## src/rtl/ras_cfg.svh

```systemverilog
`ifndef RAS_CFG_SVH
`define RAS_CFG_SVH
// ---------------------------------------------------------------
// Frame bytes and command codes
// ---------------------------------------------------------------
`define RAS_START 8'h02
`define RAS_CMD_SET 8'h09
`define RAS_CMD_GET 8'h0a
`define RAS_CMD_RT_NET 8'h2a
`define RAS_CMD_RT_ADDR 8'h2b
`define RAS_CNF_BIT 8'h40
`define RAS_ST_OK 8'h00
`define RAS_ST_FAIL 8'h01
// ---------------------------------------------------------------
// Settings indexes and reset values
// ---------------------------------------------------------------
`define RAS_IDX_DEST_NET 8'h07
`define RAS_IDX_DEST_ADDR 8'h08
`define RAS_IDX_OWN_NET 8'h0a
`define RAS_IDX_OWN_ADDR 8'h0b
`define RAS_RST_DEST_NET 8'hff
`define RAS_RST_DEST_ADDR 16'hffff
`define RAS_RST_OWN_NET 8'h00
`define RAS_RST_OWN_ADDR 16'h0000
`define RAS_BCAST8 8'hff
`define RAS_BCAST16 16'hffff
`define RAS_LEN_ONE 8'h02
`define RAS_LEN_TWO 8'h03
// ---------------------------------------------------------------
// Host APB register offsets and fields
// ---------------------------------------------------------------
`define RAS_OFS_REQ 8'h00
`define RAS_OFS_DATA 8'h04
`define RAS_OFS_GO 8'h08
`define RAS_OFS_STAT 8'h0c
`define RAS_OFS_RESP 8'h10
`define RAS_STAT_BUSY 0
`define RAS_STAT_DONE 1
`define RAS_STAT_CSERR 2
`define RAS_STAT_REFUSED 3
`endif

```

## src/rtl/ras_pkg.sv

```systemverilog
package ras_pkg;
  // Device parser and sender states
  typedef enum logic [2:0] {DS_IDLE, DS_CMD, DS_LEN, DS_DATA, DS_CS, DS_EXEC, DS_SEND}
    ras_dev_state_type;
  // Host sequencer states
  typedef enum logic [2:0] {HS_IDLE, HS_SEND, HS_WAIT, HS_RCMD, HS_RLEN, HS_RDATA, HS_RCS}
    ras_host_state_type;
  // Byte of a frame
  typedef logic [7:0] ras_byte_type;
endpackage : ras_pkg

```

## src/rtl/ras_link_if.sv

```systemverilog
`timescale 1ns/10ps
interface ras_link_if;
  logic h2d_valid; // Request byte strobe
  logic [7:0] h2d_data; // Request byte
  logic d2h_valid; // Answer byte strobe
  logic [7:0] d2h_data; // Answer byte
  modport dev (input h2d_valid, input h2d_data, output d2h_valid, output d2h_data);
  modport host (output h2d_valid, output h2d_data, input d2h_valid, input d2h_data);
endinterface : ras_link_if

```

## src/rtl/ras_device.sv

```systemverilog
`timescale 1ns/10ps
`include "ras_cfg.svh"
module ras_device (
  input wire logic mclk_i,
  input wire logic rst_n_i,
  ras_link_if.dev link,
  input wire logic [1:0] addr_mode_i,
  output logic [7:0] dest_network_o,
  output logic [15:0] dest_address_o,
  output logic [7:0] own_network_o,
  output logic [15:0] own_address_o,
  output logic dest_broadcast_o
);
  import ras_pkg::*;

  // ---------------------------------------------------------------
  // State
  // ---------------------------------------------------------------
  ras_dev_state_type state_reg; // Parser and sender state
  ras_byte_type cmd_reg; // Command of the frame
  ras_byte_type len_reg; // Length field
  ras_byte_type buf_reg [0:2]; // Bytes between length and checksum
  logic [1:0] cnt_reg; // Bytes taken so far
  ras_byte_type cs_reg; // Running XOR of the request
  ras_byte_type tx_buf_reg [0:5]; // Answer bytes before checksum
  logic [2:0] tx_n_reg; // Answer byte count before checksum
  logic [2:0] tx_idx_reg; // Next answer byte
  ras_byte_type tx_cs_reg; // Running XOR of the answer
  logic d2h_valid_reg; // Answer strobe
  ras_byte_type d2h_data_reg; // Answer byte
  ras_byte_type def_net_reg; // Stored destination network
  logic [15:0] def_addr_reg; // Stored destination address
  ras_byte_type own_net_reg; // Own network id
  logic [15:0] own_addr_reg; // Own device address
  ras_byte_type rt_net_reg; // Runtime destination network
  logic [15:0] rt_addr_reg; // Runtime destination address
  logic [15:0] tx_addr_reg; // Destination address as sent
  logic bcast_reg; // Broadcast flag

  // ---------------------------------------------------------------
  // Request decode
  // ---------------------------------------------------------------
  wire in_v = link.h2d_valid; // Same-clock logic, no sync
  wire [7:0] in_b = link.h2d_data;
  wire is_set = (cmd_reg == `RAS_CMD_SET);
  wire is_get = (cmd_reg == `RAS_CMD_GET);
  wire is_rtn = (cmd_reg == `RAS_CMD_RT_NET);
  wire is_rta = (cmd_reg == `RAS_CMD_RT_ADDR);
  wire known = is_set | is_get | is_rtn | is_rta;
  wire [7:0] idx = buf_reg[0];
  wire len_one = (len_reg == `RAS_LEN_ONE);
  wire len_two = (len_reg == `RAS_LEN_TWO);
  wire cs_ok = (in_b == cs_reg);
  // Set value: high byte forced when only one byte given
  wire [15:0] set_v16 = len_two ? {buf_reg[2], buf_reg[1]} : {8'hff, buf_reg[1]};
  wire [15:0] rt_v16 = (len_reg == 8'h02) ? {buf_reg[1], buf_reg[0]} : {8'hff, buf_reg[0]};
  // Per-setting write acceptance
  wire w_dnet = is_set && idx == `RAS_IDX_DEST_NET && len_one;
  wire w_daddr = is_set && idx == `RAS_IDX_DEST_ADDR && (len_one | len_two);
  wire w_onet = is_set && idx == `RAS_IDX_OWN_NET && len_one
    && buf_reg[1] != `RAS_BCAST8;
  wire w_oaddr = is_set && idx == `RAS_IDX_OWN_ADDR && (len_one | len_two)
    && set_v16 != `RAS_BCAST16;
  wire w_rtn = is_rtn && len_reg == 8'h01;
  wire w_rta = is_rta && (len_reg == 8'h01 || len_reg == 8'h02);
  wire set_ok = w_dnet | w_daddr | w_onet | w_oaddr | w_rtn | w_rta;
  // Read selection
  wire g_len = is_get && len_reg == 8'h01;
  wire g_dnet = g_len && idx == `RAS_IDX_DEST_NET;
  wire g_daddr = g_len && idx == `RAS_IDX_DEST_ADDR;
  wire g_onet = g_len && idx == `RAS_IDX_OWN_NET;
  wire g_oaddr = g_len && idx == `RAS_IDX_OWN_ADDR;
  wire get_ok = g_dnet | g_daddr | g_onet | g_oaddr;
  wire get_two = g_daddr | g_oaddr;
  wire [15:0] get_val = g_dnet ? {8'h00, def_net_reg} :
                        g_daddr ? def_addr_reg :
                        g_onet ? {8'h00, own_net_reg} : own_addr_reg;
  // Answer fields
  wire [7:0] r_status = (is_get ? get_ok : set_ok) ? `RAS_ST_OK : `RAS_ST_FAIL;
  wire [7:0] r_len = !get_ok ? 8'h01 : (get_two ? 8'h03 : 8'h02);
  wire [2:0] r_n = get_ok ? (get_two ? 3'd6 : 3'd5) : 3'd4;
  wire tx_last = (tx_idx_reg == tx_n_reg);
  wire [7:0] tx_byte = tx_last ? tx_cs_reg : tx_buf_reg[tx_idx_reg];
  // Broadcast per address mode
  wire lo_bc = (rt_addr_reg[7:0] == `RAS_BCAST8);
  wire net_bc = (rt_net_reg == `RAS_BCAST8);
  wire bc_next = (addr_mode_i == 2'd0) ? 1'b1 :
                 (addr_mode_i == 2'd1) ? lo_bc :
                 (addr_mode_i == 2'd2) ? (lo_bc | net_bc) :
                 (net_bc && rt_addr_reg == `RAS_BCAST16);
  wire [15:0] addr_next = (addr_mode_i == 2'd3) ? rt_addr_reg
                                                : {8'h00, rt_addr_reg[7:0]};

  // ---------------------------------------------------------------
  // Frame parser and answer sender
  // ---------------------------------------------------------------
  always_ff @(posedge mclk_i or negedge rst_n_i) begin
    if (!rst_n_i) begin
      state_reg <= DS_IDLE;
      cmd_reg <= 8'h00;
      len_reg <= 8'h00;
      cnt_reg <= 2'd0;
      cs_reg <= 8'h00;
      for (int i = 0; i < 3; i++) begin
        buf_reg[i] <= 8'h00;
      end
      for (int i = 0; i < 6; i++) begin
        tx_buf_reg[i] <= 8'h00;
      end
      tx_n_reg <= 3'd0;
      tx_idx_reg <= 3'd0;
      tx_cs_reg <= 8'h00;
      d2h_valid_reg <= 1'b0;
      d2h_data_reg <= 8'h00;
    end else begin
      d2h_valid_reg <= 1'b0;
      unique case (state_reg)
        // Hunt for the start byte
        DS_IDLE: begin
          if (in_v && in_b == `RAS_START) begin
            cs_reg <= in_b;
            state_reg <= DS_CMD;
          end
        end
        // Command byte
        DS_CMD: begin
          if (in_v) begin
            cmd_reg <= in_b;
            cs_reg <= cs_reg ^ in_b;
            state_reg <= DS_LEN;
          end
        end
        // Length byte; oversize frames dropped
        DS_LEN: begin
          if (in_v) begin
            len_reg <= in_b;
            cs_reg <= cs_reg ^ in_b;
            cnt_reg <= 2'd0;
            if (in_b == 8'h00 || in_b > 8'h03) begin
              state_reg <= DS_IDLE;
            end else begin
              state_reg <= DS_DATA;
            end
          end
        end
        // Index and parameter bytes
        DS_DATA: begin
          if (in_v) begin
            buf_reg[cnt_reg] <= in_b;
            cs_reg <= cs_reg ^ in_b;
            cnt_reg <= cnt_reg + 2'd1;
            if ({6'd0, cnt_reg} + 8'd1 == len_reg) begin
              state_reg <= DS_CS;
            end
          end
        end
        // Checksum; mismatch or unknown command drops the frame
        DS_CS: begin
          if (in_v) begin
            state_reg <= (cs_ok && known) ? DS_EXEC : DS_IDLE;
          end
        end
        // Build the answer
        DS_EXEC: begin
          tx_buf_reg[0] <= `RAS_START;
          tx_buf_reg[1] <= cmd_reg | `RAS_CNF_BIT;
          tx_buf_reg[2] <= r_len;
          tx_buf_reg[3] <= r_status;
          tx_buf_reg[4] <= get_val[7:0];
          tx_buf_reg[5] <= get_val[15:8];
          tx_n_reg <= r_n;
          tx_idx_reg <= 3'd0;
          tx_cs_reg <= 8'h00;
          state_reg <= DS_SEND;
        end
        // One answer byte per cycle, checksum last
        DS_SEND: begin
          d2h_valid_reg <= 1'b1;
          d2h_data_reg <= tx_byte;
          tx_cs_reg <= tx_cs_reg ^ tx_byte;
          tx_idx_reg <= tx_idx_reg + 3'd1;
          if (tx_last) begin
            state_reg <= DS_IDLE;
          end
        end
        // Unused state code falls back to hunting
        default: begin
          state_reg <= DS_IDLE;
        end
      endcase
    end
  end

  // ---------------------------------------------------------------
  // Settings storage, written only from a good frame
  // ---------------------------------------------------------------
  always_ff @(posedge mclk_i or negedge rst_n_i) begin
    if (!rst_n_i) begin
      def_net_reg <= `RAS_RST_DEST_NET;
      def_addr_reg <= `RAS_RST_DEST_ADDR;
      own_net_reg <= `RAS_RST_OWN_NET;
      own_addr_reg <= `RAS_RST_OWN_ADDR;
      rt_net_reg <= `RAS_RST_DEST_NET;
      rt_addr_reg <= `RAS_RST_DEST_ADDR;
    end else if (state_reg == DS_EXEC) begin
      // Stored default write also reloads the runtime copy
      if (w_dnet) begin
        def_net_reg <= buf_reg[1];
        rt_net_reg <= buf_reg[1];
      end
      if (w_daddr) begin
        def_addr_reg <= set_v16;
        rt_addr_reg <= set_v16;
      end
      if (w_onet) begin
        own_net_reg <= buf_reg[1];
      end
      if (w_oaddr) begin
        own_addr_reg <= set_v16;
      end
      // Runtime-only changes leave defaults alone
      if (w_rtn) begin
        rt_net_reg <= buf_reg[0];
      end
      if (w_rta) begin
        rt_addr_reg <= rt_v16;
      end
    end
  end

  // ---------------------------------------------------------------
  // Registered user outputs
  // ---------------------------------------------------------------
  always_ff @(posedge mclk_i or negedge rst_n_i) begin
    if (!rst_n_i) begin
      tx_addr_reg <= 16'h0000;
      bcast_reg <= 1'b0;
    end else begin
      tx_addr_reg <= addr_next;
      bcast_reg <= bc_next;
    end
  end

  assign link.d2h_valid = d2h_valid_reg;
  assign link.d2h_data = d2h_data_reg;
  assign dest_network_o = rt_net_reg;
  assign dest_address_o = tx_addr_reg;
  assign own_network_o = own_net_reg;
  assign own_address_o = own_addr_reg;
  assign dest_broadcast_o = bcast_reg;
endmodule : ras_device

```

## src/flat_wrapper.sv

```systemverilog
// flat-port wrapper written by rule: the top's interface ports become plain ports
module ras_device_flat import ras_pkg::*;
  (mclk_i, rst_n_i, addr_mode_i, dest_network_o, dest_address_o, own_network_o, own_address_o, dest_broadcast_o, link_h2d_valid, link_h2d_data, link_d2h_valid, link_d2h_data);
  ras_link_if link_i ();
  input wire logic mclk_i;
  input wire logic rst_n_i;
  input wire logic [1:0] addr_mode_i;
  output logic [7:0] dest_network_o;
  output logic [15:0] dest_address_o;
  output logic [7:0] own_network_o;
  output logic [15:0] own_address_o;
  output logic dest_broadcast_o;
  input wire logic [$bits(link_i.h2d_valid)-1:0] link_h2d_valid;
  input wire logic [$bits(link_i.h2d_data)-1:0] link_h2d_data;
  output wire logic [$bits(link_i.d2h_valid)-1:0] link_d2h_valid;
  output wire logic [$bits(link_i.d2h_data)-1:0] link_d2h_data;
  assign link_i.h2d_valid = link_h2d_valid;
  assign link_i.h2d_data = link_h2d_data;
  assign link_d2h_valid = link_i.d2h_valid;
  assign link_d2h_data = link_i.d2h_data;
  ras_device u_core (.mclk_i(mclk_i), .rst_n_i(rst_n_i), .link(link_i), .addr_mode_i(addr_mode_i), .dest_network_o(dest_network_o), .dest_address_o(dest_address_o), .own_network_o(own_network_o), .own_address_o(own_address_o), .dest_broadcast_o(dest_broadcast_o));
endmodule
```

## config.mk

```make
export PLATFORM = sky130hd
export DESIGN_NAME = ras_device_flat
export DESIGN_NICKNAME = d
export VERILOG_FILES = /design/src/rtl/ras_pkg.sv /design/src/rtl/ras_link_if.sv /design/src/rtl/ras_device.sv /design/src/flat_wrapper.sv
export VERILOG_INCLUDE_DIRS = /design/src /design/src/rtl
export SDC_FILE = /design/constraint.sdc
export NUM_CORES = 1
export LEC_CHECK = 0
export ABC_AREA = 0
export BUFFER_PORTS_ARGS = -buffer_cell sky130_fd_sc_hd__buf_2
export CORE_MARGIN = 2
export CORE_UTILIZATION = 40
export DETAILED_ROUTE_END_ITERATION = 8
export GPL_TIMING_DRIVEN = 0
export PLACE_DENSITY_LB_ADDON = 0.2
export SLEW_MARGIN = 30
export SYNTH_ARGS = -nofsm -noshare
export SYNTH_HDL_FRONTEND = slang
export SYNTH_SLANG_ARGS = --single-unit
```

## constraint.sdc

```tcl
create_clock -name mclk_i -period 2.6 [get_ports mclk_i]
set_input_delay 0.13 -clock mclk_i [delete_from_list [all_inputs] [get_ports mclk_i]]
set_output_delay 0.13 -clock mclk_i [all_outputs]
set_load 0.05 [all_outputs]
```

==> results of run 1 <==
logic make-up after synthesis:
logic type / count (synthesis) / share of synthesized area [%]
xor gates and xnor gates: 16 / 1.54
and+or+nand+nor: 266 / 15.6
muxes: 138 / 17.0
AOI/OAI and AO/OA: 131 / 8.98
DFF: 191 / 53.3
buffers and inverters: 59 / 2.80
adders and majority gates: 5 / 0.689
cells in the final DEF (no fill, tap or decap), types with 8 or more instances in the layout:
cell type  instances
clkbuf_16         17
and3_1             9
nand3_1           22
mux2_2           109
clkbuf_1          29
nand3b_1           9
buf_2             66
nor3b_1           11
nor2_1            41
buf_4              9
nor2b_1            8
nand2_1          106
a21oi_1           32
o21ai_0           40
dfrtp_1          142
a21o_1             8
inv_1             13
o31ai_1            9
mux2i_1           20
xnor2_1            9
dfstp_2           48
a22oi_1           11
nand4_1           13
worst paths after layout:
check / startpoint / end / slack (ns) / cells past startpoint
hold reg to reg: u_core.rt_addr_reg[6] / u_core.dest_address_o[6] / 0.41 / 0
setup / recovery: u_core.idx[5] / u_core.tx_buf_reg[12] / 0.15 / 7
max in group asynchronous: rst_n_i / u_core.def_addr_reg[13] / 1.73 / 3
setup reg to reg: u_core.idx[5] / u_core.tx_buf_reg[12] / 0.15 / 7
min in group asynchronous: rst_n_i / u_core.tx_cs_reg[7] / 0.14 / 2
hold / removal: addr_mode_i[0] / u_core.dest_address_o[12] / 0.05 / 2
cell type report:
cell class	count	area, sq um
buffer	44	200
clock buffer	17	425
clock inverter	15	141
inverter	13	48.8
sequential	191	4840
fill	2095	11900
timing repair buffer	76	484
tap	285	357
multi-input combinational	556	4080
metrics by stage:
step                      cells  setup WS, ns
after floorplan             806         0.302
after global placement     1154         -1.83
after detailed placement   1156        -0.334
after CTS                  1194       0.00504
after global routing       1197      -0.00407
final                      1197         0.153
power groups by stage:
stage / Combinational, uW / Sequential, uW / Clock (uW)
3_5_place_dp: 2600 / 4350 / 0
3_3_place_gp: 2540 / 4340 / 0
5_1_grt: 2960 / 4440 / 2710
6_report: 2660 / 4350 / 2550
2_1_floorplan: 1820 / 4250 / 0
4_1_cts: 2650 / 4330 / 2620
repair_timing:
action / in CTS / in global routing
endpoints found under the setup margin: 51 / 48
gates resized for setup: 14 / 8
setup buffers: 4 / 5
cloned: 0 / 0
hold endpoints to repair: 150 / 0
pin swaps: 4 / 6
hold buffers: 2 / 0
cell usage after synthesis, drive strengths merged, types with 3 or more instances:
library cell    n  share of area (%)
nand3b          9               0.74
nor3            4               0.22
o31ai           9               0.74
xnor2           9               0.87
nor4            8                1.1
nand3          23                1.3
nand2         107                4.4
buf            14               0.91
clkbuf         32                1.4
dfrtp         143                 39
inv            13               0.54
a21oi          32                1.8
o211ai          4               0.33
nor2           43                1.8
ha              5               0.69
mux2i          20                2.2
nor2b           8               0.55
dfstp          48                 14
nor3b          13                1.1
or4             5               0.41
nand4          16                1.4
a22oi          16                1.3
xor2            7               0.68
or4b            3               0.37
o21ai          41                2.3
o32ai           6               0.58
a21o            8               0.66
nand2b          3               0.21
and3            9               0.62
mux2          118                 15
and4            3               0.29
metal layers:
layer / up-vias / global-route usage (%) / part of all wire (%)
met2: 114 / 31.2 / 46
met3: 16 / 3.19 / 3.0
met5: - / 0 / 0
li1: 3079 / - / -
met4: 0 / 4.72 / 1.1
met1: 3319 / 28.6 / 50
==> metrics.txt, run 1 <==
status finished, final reports clean; clock latency at the later pin of the worst-skew pair 0.44 ns; power density over cell area between 900 and 1000 nW/um^2; Die ar. 23,900 sq um; global route overflow 0; Crit Path Category reg2reg; NetSw 3590 uW; Core ar. roughly 22,000 sq um; Syn Area/Cell 11.3 sq um; maximum vdd drop 0.000616 V; TritonCTS clock tree yes; largest net degree at the start of global routing 82; Area Overhead vs Synth 16.6%; Min-Delay Path Class in2reg; Max Slew Vio Count 0; part of the power in registers approximately 46%; cell internal pwr 5970 uW; Tcrit/Tclk final a little over nine tenths; CP required 2.91 ns; CP peak stage delay 0.49 ns; Leak 0.00480 uW; Tmin final 2.45 ns; CP Capture Type flip-flop; Async SR Flop Fraction 100%; Worst path top cell family by delay simple AND/OR/NAND/NOR gates; via count 6,528; number of max-cap violations 0; Initial DRC Count 368; initial core utilization between 40% and 50%; synth warn 0; clk sinks 191; final instance area 10,600 sq um; H-tree lvl count 4; number of synthesized register bits 191; antenna-violating nets left 0; total global routing track utilization 19.7%; IO Port Bufs 63; Synth cell types 64; share of cells above drive strength 1 33.7%; sequential area share after synthesis 53.3%; clk slew on worst S/H paths 0.07 ns; placed inst area around 10000 sq um; global-route wire length before repair about 37,000 um; Syn Nets 824; GPL Wtd Cong 0.835; switch share 37.5%; row count 55; I/O pin count 71; share of the core filled with cells 47.2%; worst clock skew 0.0166 ns; upper clock frequency limit 0.409 GHz; routed wire length 22,800 um; hpwl dp 15,900 um; initial antenna violation count 0; CTS Buf Count 17; Synth Instances 806; Setup Total Neg Slack 0 ns; vias per inst 5.45; Buf+Inv Stages, Crit Path 2; die height between 150 and 200 um; clock power share 26.7%; Post-Syn Area 9070 sq um; predominant post-synthesis flop cell dfrtp_1; CTS Root Buffer Type clkbuf_16; fin nets roughly 900; largest buffer count on any clock path 2; Tightest Pin Transition between 0.7 and 0.8 ns; Comb power frac between 20 and 30%; critical path, cell by cell nor4_4 > nand4_4 > buf_4 > or4_1 > buf_1 > o21ai_0 > o31ai_1; Die X 155 um; EDFF count, synth 0; vias in the first global route 6,593; Pre-antenna DRT Iters 5; max FFs per register 27; WL per Instance ~19 um; WHS 0.0459 ns; Residual DRC 0; Hold Fails Final Rpt 0; Startpoint Class flip-flop; Worst Path Max Fanout 8; relative slew slack 47.2%; Diodes inserted 0; CP max stage cell or4_1; crit path DAT 2.76 ns; Design Power 9560 uW; setup violators final 0
(Power assumes the default switching activity.)
==> run 2: changes to the inputs <==
CELL_PAD_IN_SITES_DETAIL_PLACEMENT = 2   (was unset)
CELL_PAD_IN_SITES_GLOBAL_PLACEMENT = 2   (was unset)
clock period = 2.4 ns   (was 2.6 ns; I/O delays follow)
==> run 2 against run 1 <==
  * The run now ends with setup timing left
  * Cell count rose by 1.8%
  * Combinational power up 22%
  * Non-clock buffer count rose by 21
  * Register-to-register slack got worse by 0.28 ns
  * Sequential share of layout area shrank 2.1 points
  * Clock-buffer cell count is the same
  * Global-route usage increased by 7.2 points
  * Sequential power increased by 11%
  * Clock power is 15% higher
  * First-iteration DRC count down 13%
  * Critical path type unchanged
  * Largest power group unchanged
==> metrics.txt, run 2 (same netlist as run 1, synthesis figures left out) <==
maximum vdd drop 0.000459 V (was 0.000616 V); status finished, violations left (was finished, final reports clean); total global routing track utilization 26.9% (was 19.7%); Crit Path Category reg2reg (unchanged); FF-to-FF End u_core.rt_addr_reg[4] (was u_core.tx_buf_reg[12]); Worst path top cell family by delay simple AND/OR/NAND/NOR gates (unchanged); cell internal pwr 6590 uW (was 5970 uW); CP max stage cell dfrtp_1 (was or4_1); clock power share 26.7% (about the same); Worst Setup SP u_core.cmd_reg[0] (was u_core.idx[5]); WL per Instance 25.7 um (was 19.0 um); Finished Layout Cells 1,218 (was 1,197); vias in the first global route 8,001 (was 6,593); clk slew on worst S/H paths 0.09 ns (was 0.07 ns); Die X 155 um (unchanged); relative slew slack 51.5% (was 47.2%); setup violators final 41 (was 0); clk sinks 191 (unchanged); TritonCTS clock tree yes (unchanged); Pre-antenna DRT Iters 4 (was 5); max FFs per register 27 (unchanged); Hold Fails Final Rpt 0 (unchanged); antenna-violating nets left 0 (unchanged); RSZ-0062 raised after global routing yes; Design Power 11,000 uW (was 9560 uW); largest buffer count on any clock path 2 (unchanged); I/O pin count 71 (unchanged); Tmin final 2.53 ns (was 2.45 ns); die height 155 um (unchanged); CP peak stage delay 0.38 ns (was 0.49 ns); commonest cells after routing, fill and taps aside dfrtp_1, nand2_1, mux2_2, buf_2, dfstp_2 (was dfrtp_1, mux2_2, nand2_1, buf_2, dfstp_2); Die ar. 23,900 sq um (unchanged); Residual DRC 0 (unchanged); Area Overhead vs Synth 22.0% (was 16.6%); Startpoint Class flip-flop (unchanged); final worst slack -0.129 ns (was 0.153 ns); largest net degree at the start of global routing 72 (was 82); CP required 2.80 ns (was 2.91 ns); Worst Path Max Fanout 10 (was 8); Max Slew Vio Count 0 (unchanged); Tcrit/Tclk final 105% (was 94.1%); worst clock skew 0.0164 ns (was 0.0166 ns); CP Capture Type flip-flop (unchanged); switch share 40.2% (was 37.5%); critical path endpoint u_core.rt_addr_reg[4] (was u_core.tx_buf_reg[12]); initial antenna violation count 0 (unchanged); routed wire length 31,300 um (was 22,800 um); part of the power in registers 43.8% (was 45.5%); R2R Setup Slk -0.13 ns (was 0.15 ns); Leak 0.00504 uW (was 0.00480 uW); Initial DRC Count 319 (was 368); row count 55 (unchanged); initial core utilization 40.5% (unchanged); worst r2r path cells 9 (was 7); clock latency at the later pin of the worst-skew pair 0.46 ns (was 0.44 ns); Comb power frac 29.5% (was 27.8%); CTS Buf Count 17 (unchanged); IO Port Bufs 63 (unchanged); CTS Root Buffer Type clkbuf_16 (unchanged); Min-Delay Path Class in2reg (unchanged); global-route wire length before repair 48,700 um (was 36,700 um); Diodes inserted 0 (unchanged); NetSw 4430 uW (was 3590 uW); hpwl dp 19,800 um (was 15,900 um); share of cells above drive strength 1 38.8% (was 33.7%); Placed Cells incl. Taps 1,156 (unchanged); vias per inst 5.75 (was 5.45); H-tree lvl count 4 (unchanged); Buf+Inv Stages, Crit Path 4 (was 2); upper clock frequency limit 0.395 GHz (was 0.409 GHz); GPL Wtd Cong 0.773 (was 0.835); Crit path depth 9 (was 7); critical path, cell by cell buf_2 > nor3b_2 > nand3_1 > nor4_4 > o21a_1 > buf_6 > buf_12 > buf_8 > mux2_4 (was nor4_4 > nand4_4 > buf_4 > or4_1 > buf_1 > o21ai_0 > o31ai_1); Critical R2R Launch u_core.cmd_reg[0] (was u_core.idx[5]); most common cell after layout, fill and taps aside dfrtp_1 (unchanged); fin nets 938 (was 917); via count 6,999 (was 6,528); power density over cell area 995 nW/um^2 (was 904 nW/um^2); number of max-cap violations 0 (unchanged); Core ar. 22,400 sq um (unchanged); failing checks setup timing; crit path DAT 2.92 ns (was 2.76 ns); global route overflow 0 (unchanged); Tightest Pin Transition 0.727 ns (was 0.789 ns)
==> run 2: worst min path at each step <==
stage / startpoint / to / slack (ns) / depth (start not counted)
after floorplan: rst_n_i / u_core.buf_reg[0] / -0.18 / 0
after global placement: addr_mode_i[1] / u_core.dest_broadcast_o / 0.38 / 2
after detailed placement: rst_n_i / u_core.link.d2h_data[7] / 0.11 / 1
after CTS: addr_mode_i[0] / u_core.dest_address_o[9] / 0.01 / 2
after global routing: addr_mode_i[0] / u_core.dest_address_o[8] / 0.04 / 2
final: addr_mode_i[0] / u_core.dest_address_o[9] / 0.03 / 2
==> run 2: stage by stage <==
stage	TNS, ns	utilization, %	hold slack (ns)	instance area, sq um	worst slack [ns]
finish	-3.14	49.4	0.0272	11100	-0.129
global route	-4.26	49.4	0.0357	11100	-0.146
CTS	-0.0812	48.6	0.0119	10900	-0.0177
detailed placement	-23.82	43.8	0.115	9820	-0.649
global placement	-303.40	43.4	0.384	9750	-1.80
floorplan	0	-	-0.176	9070	0.102
==> run 2: cell type report <==
class | instances | area, sq um
Sequential cell | 191 | 4840
Clock buffer | 17 | 425
Fill cell | 2203 | 11400
Clock inverter | 15 | 185
Multi-Input combinational cell | 556 | 4260
Timing Repair Buffer | 100 | 734
Buffer | 41 | 223
Inverter | 13 | 48.8
Tap cell | 285 | 357
==> run 2: metal layers <==
| metal | up-vias | global-route usage, % | wire [um] |
|---|---|---|---|
| met5 | - | 0 | 0 |
| met4 | 0 | 9.08 | 677 |
| met3 | 38 | 3.59 | 829 |
| met2 | 122 | 47.7 | 16500 |
| met1 | 3713 | 33.9 | 13300 |
| li1 | 3126 | - | - |
==> run 2: power groups by stage <==
stage,sequential (uW),clock [uW],combinational (uW)
after detailed placement,4770,0,2950
after CTS,4750,2990,3110
after global placement,4670,0,2780
final,4830,2940,3250
after global routing,4910,3100,3580
after floorplan,4600,0,1970
==> run 2: repair_timing <==
| action | in CTS | in global routing |
|---|---|---|
| resized for setup | 49 | 46 |
| hold buffers | 2 | 0 |
| buffers inserted | 23 | 10 |
| pin swaps | 12 | 9 |
| setup endpoints to repair | 85 | 91 |
| hold endpoints to repair | 62 | 0 |
| gates cloned | 1 | 0 |
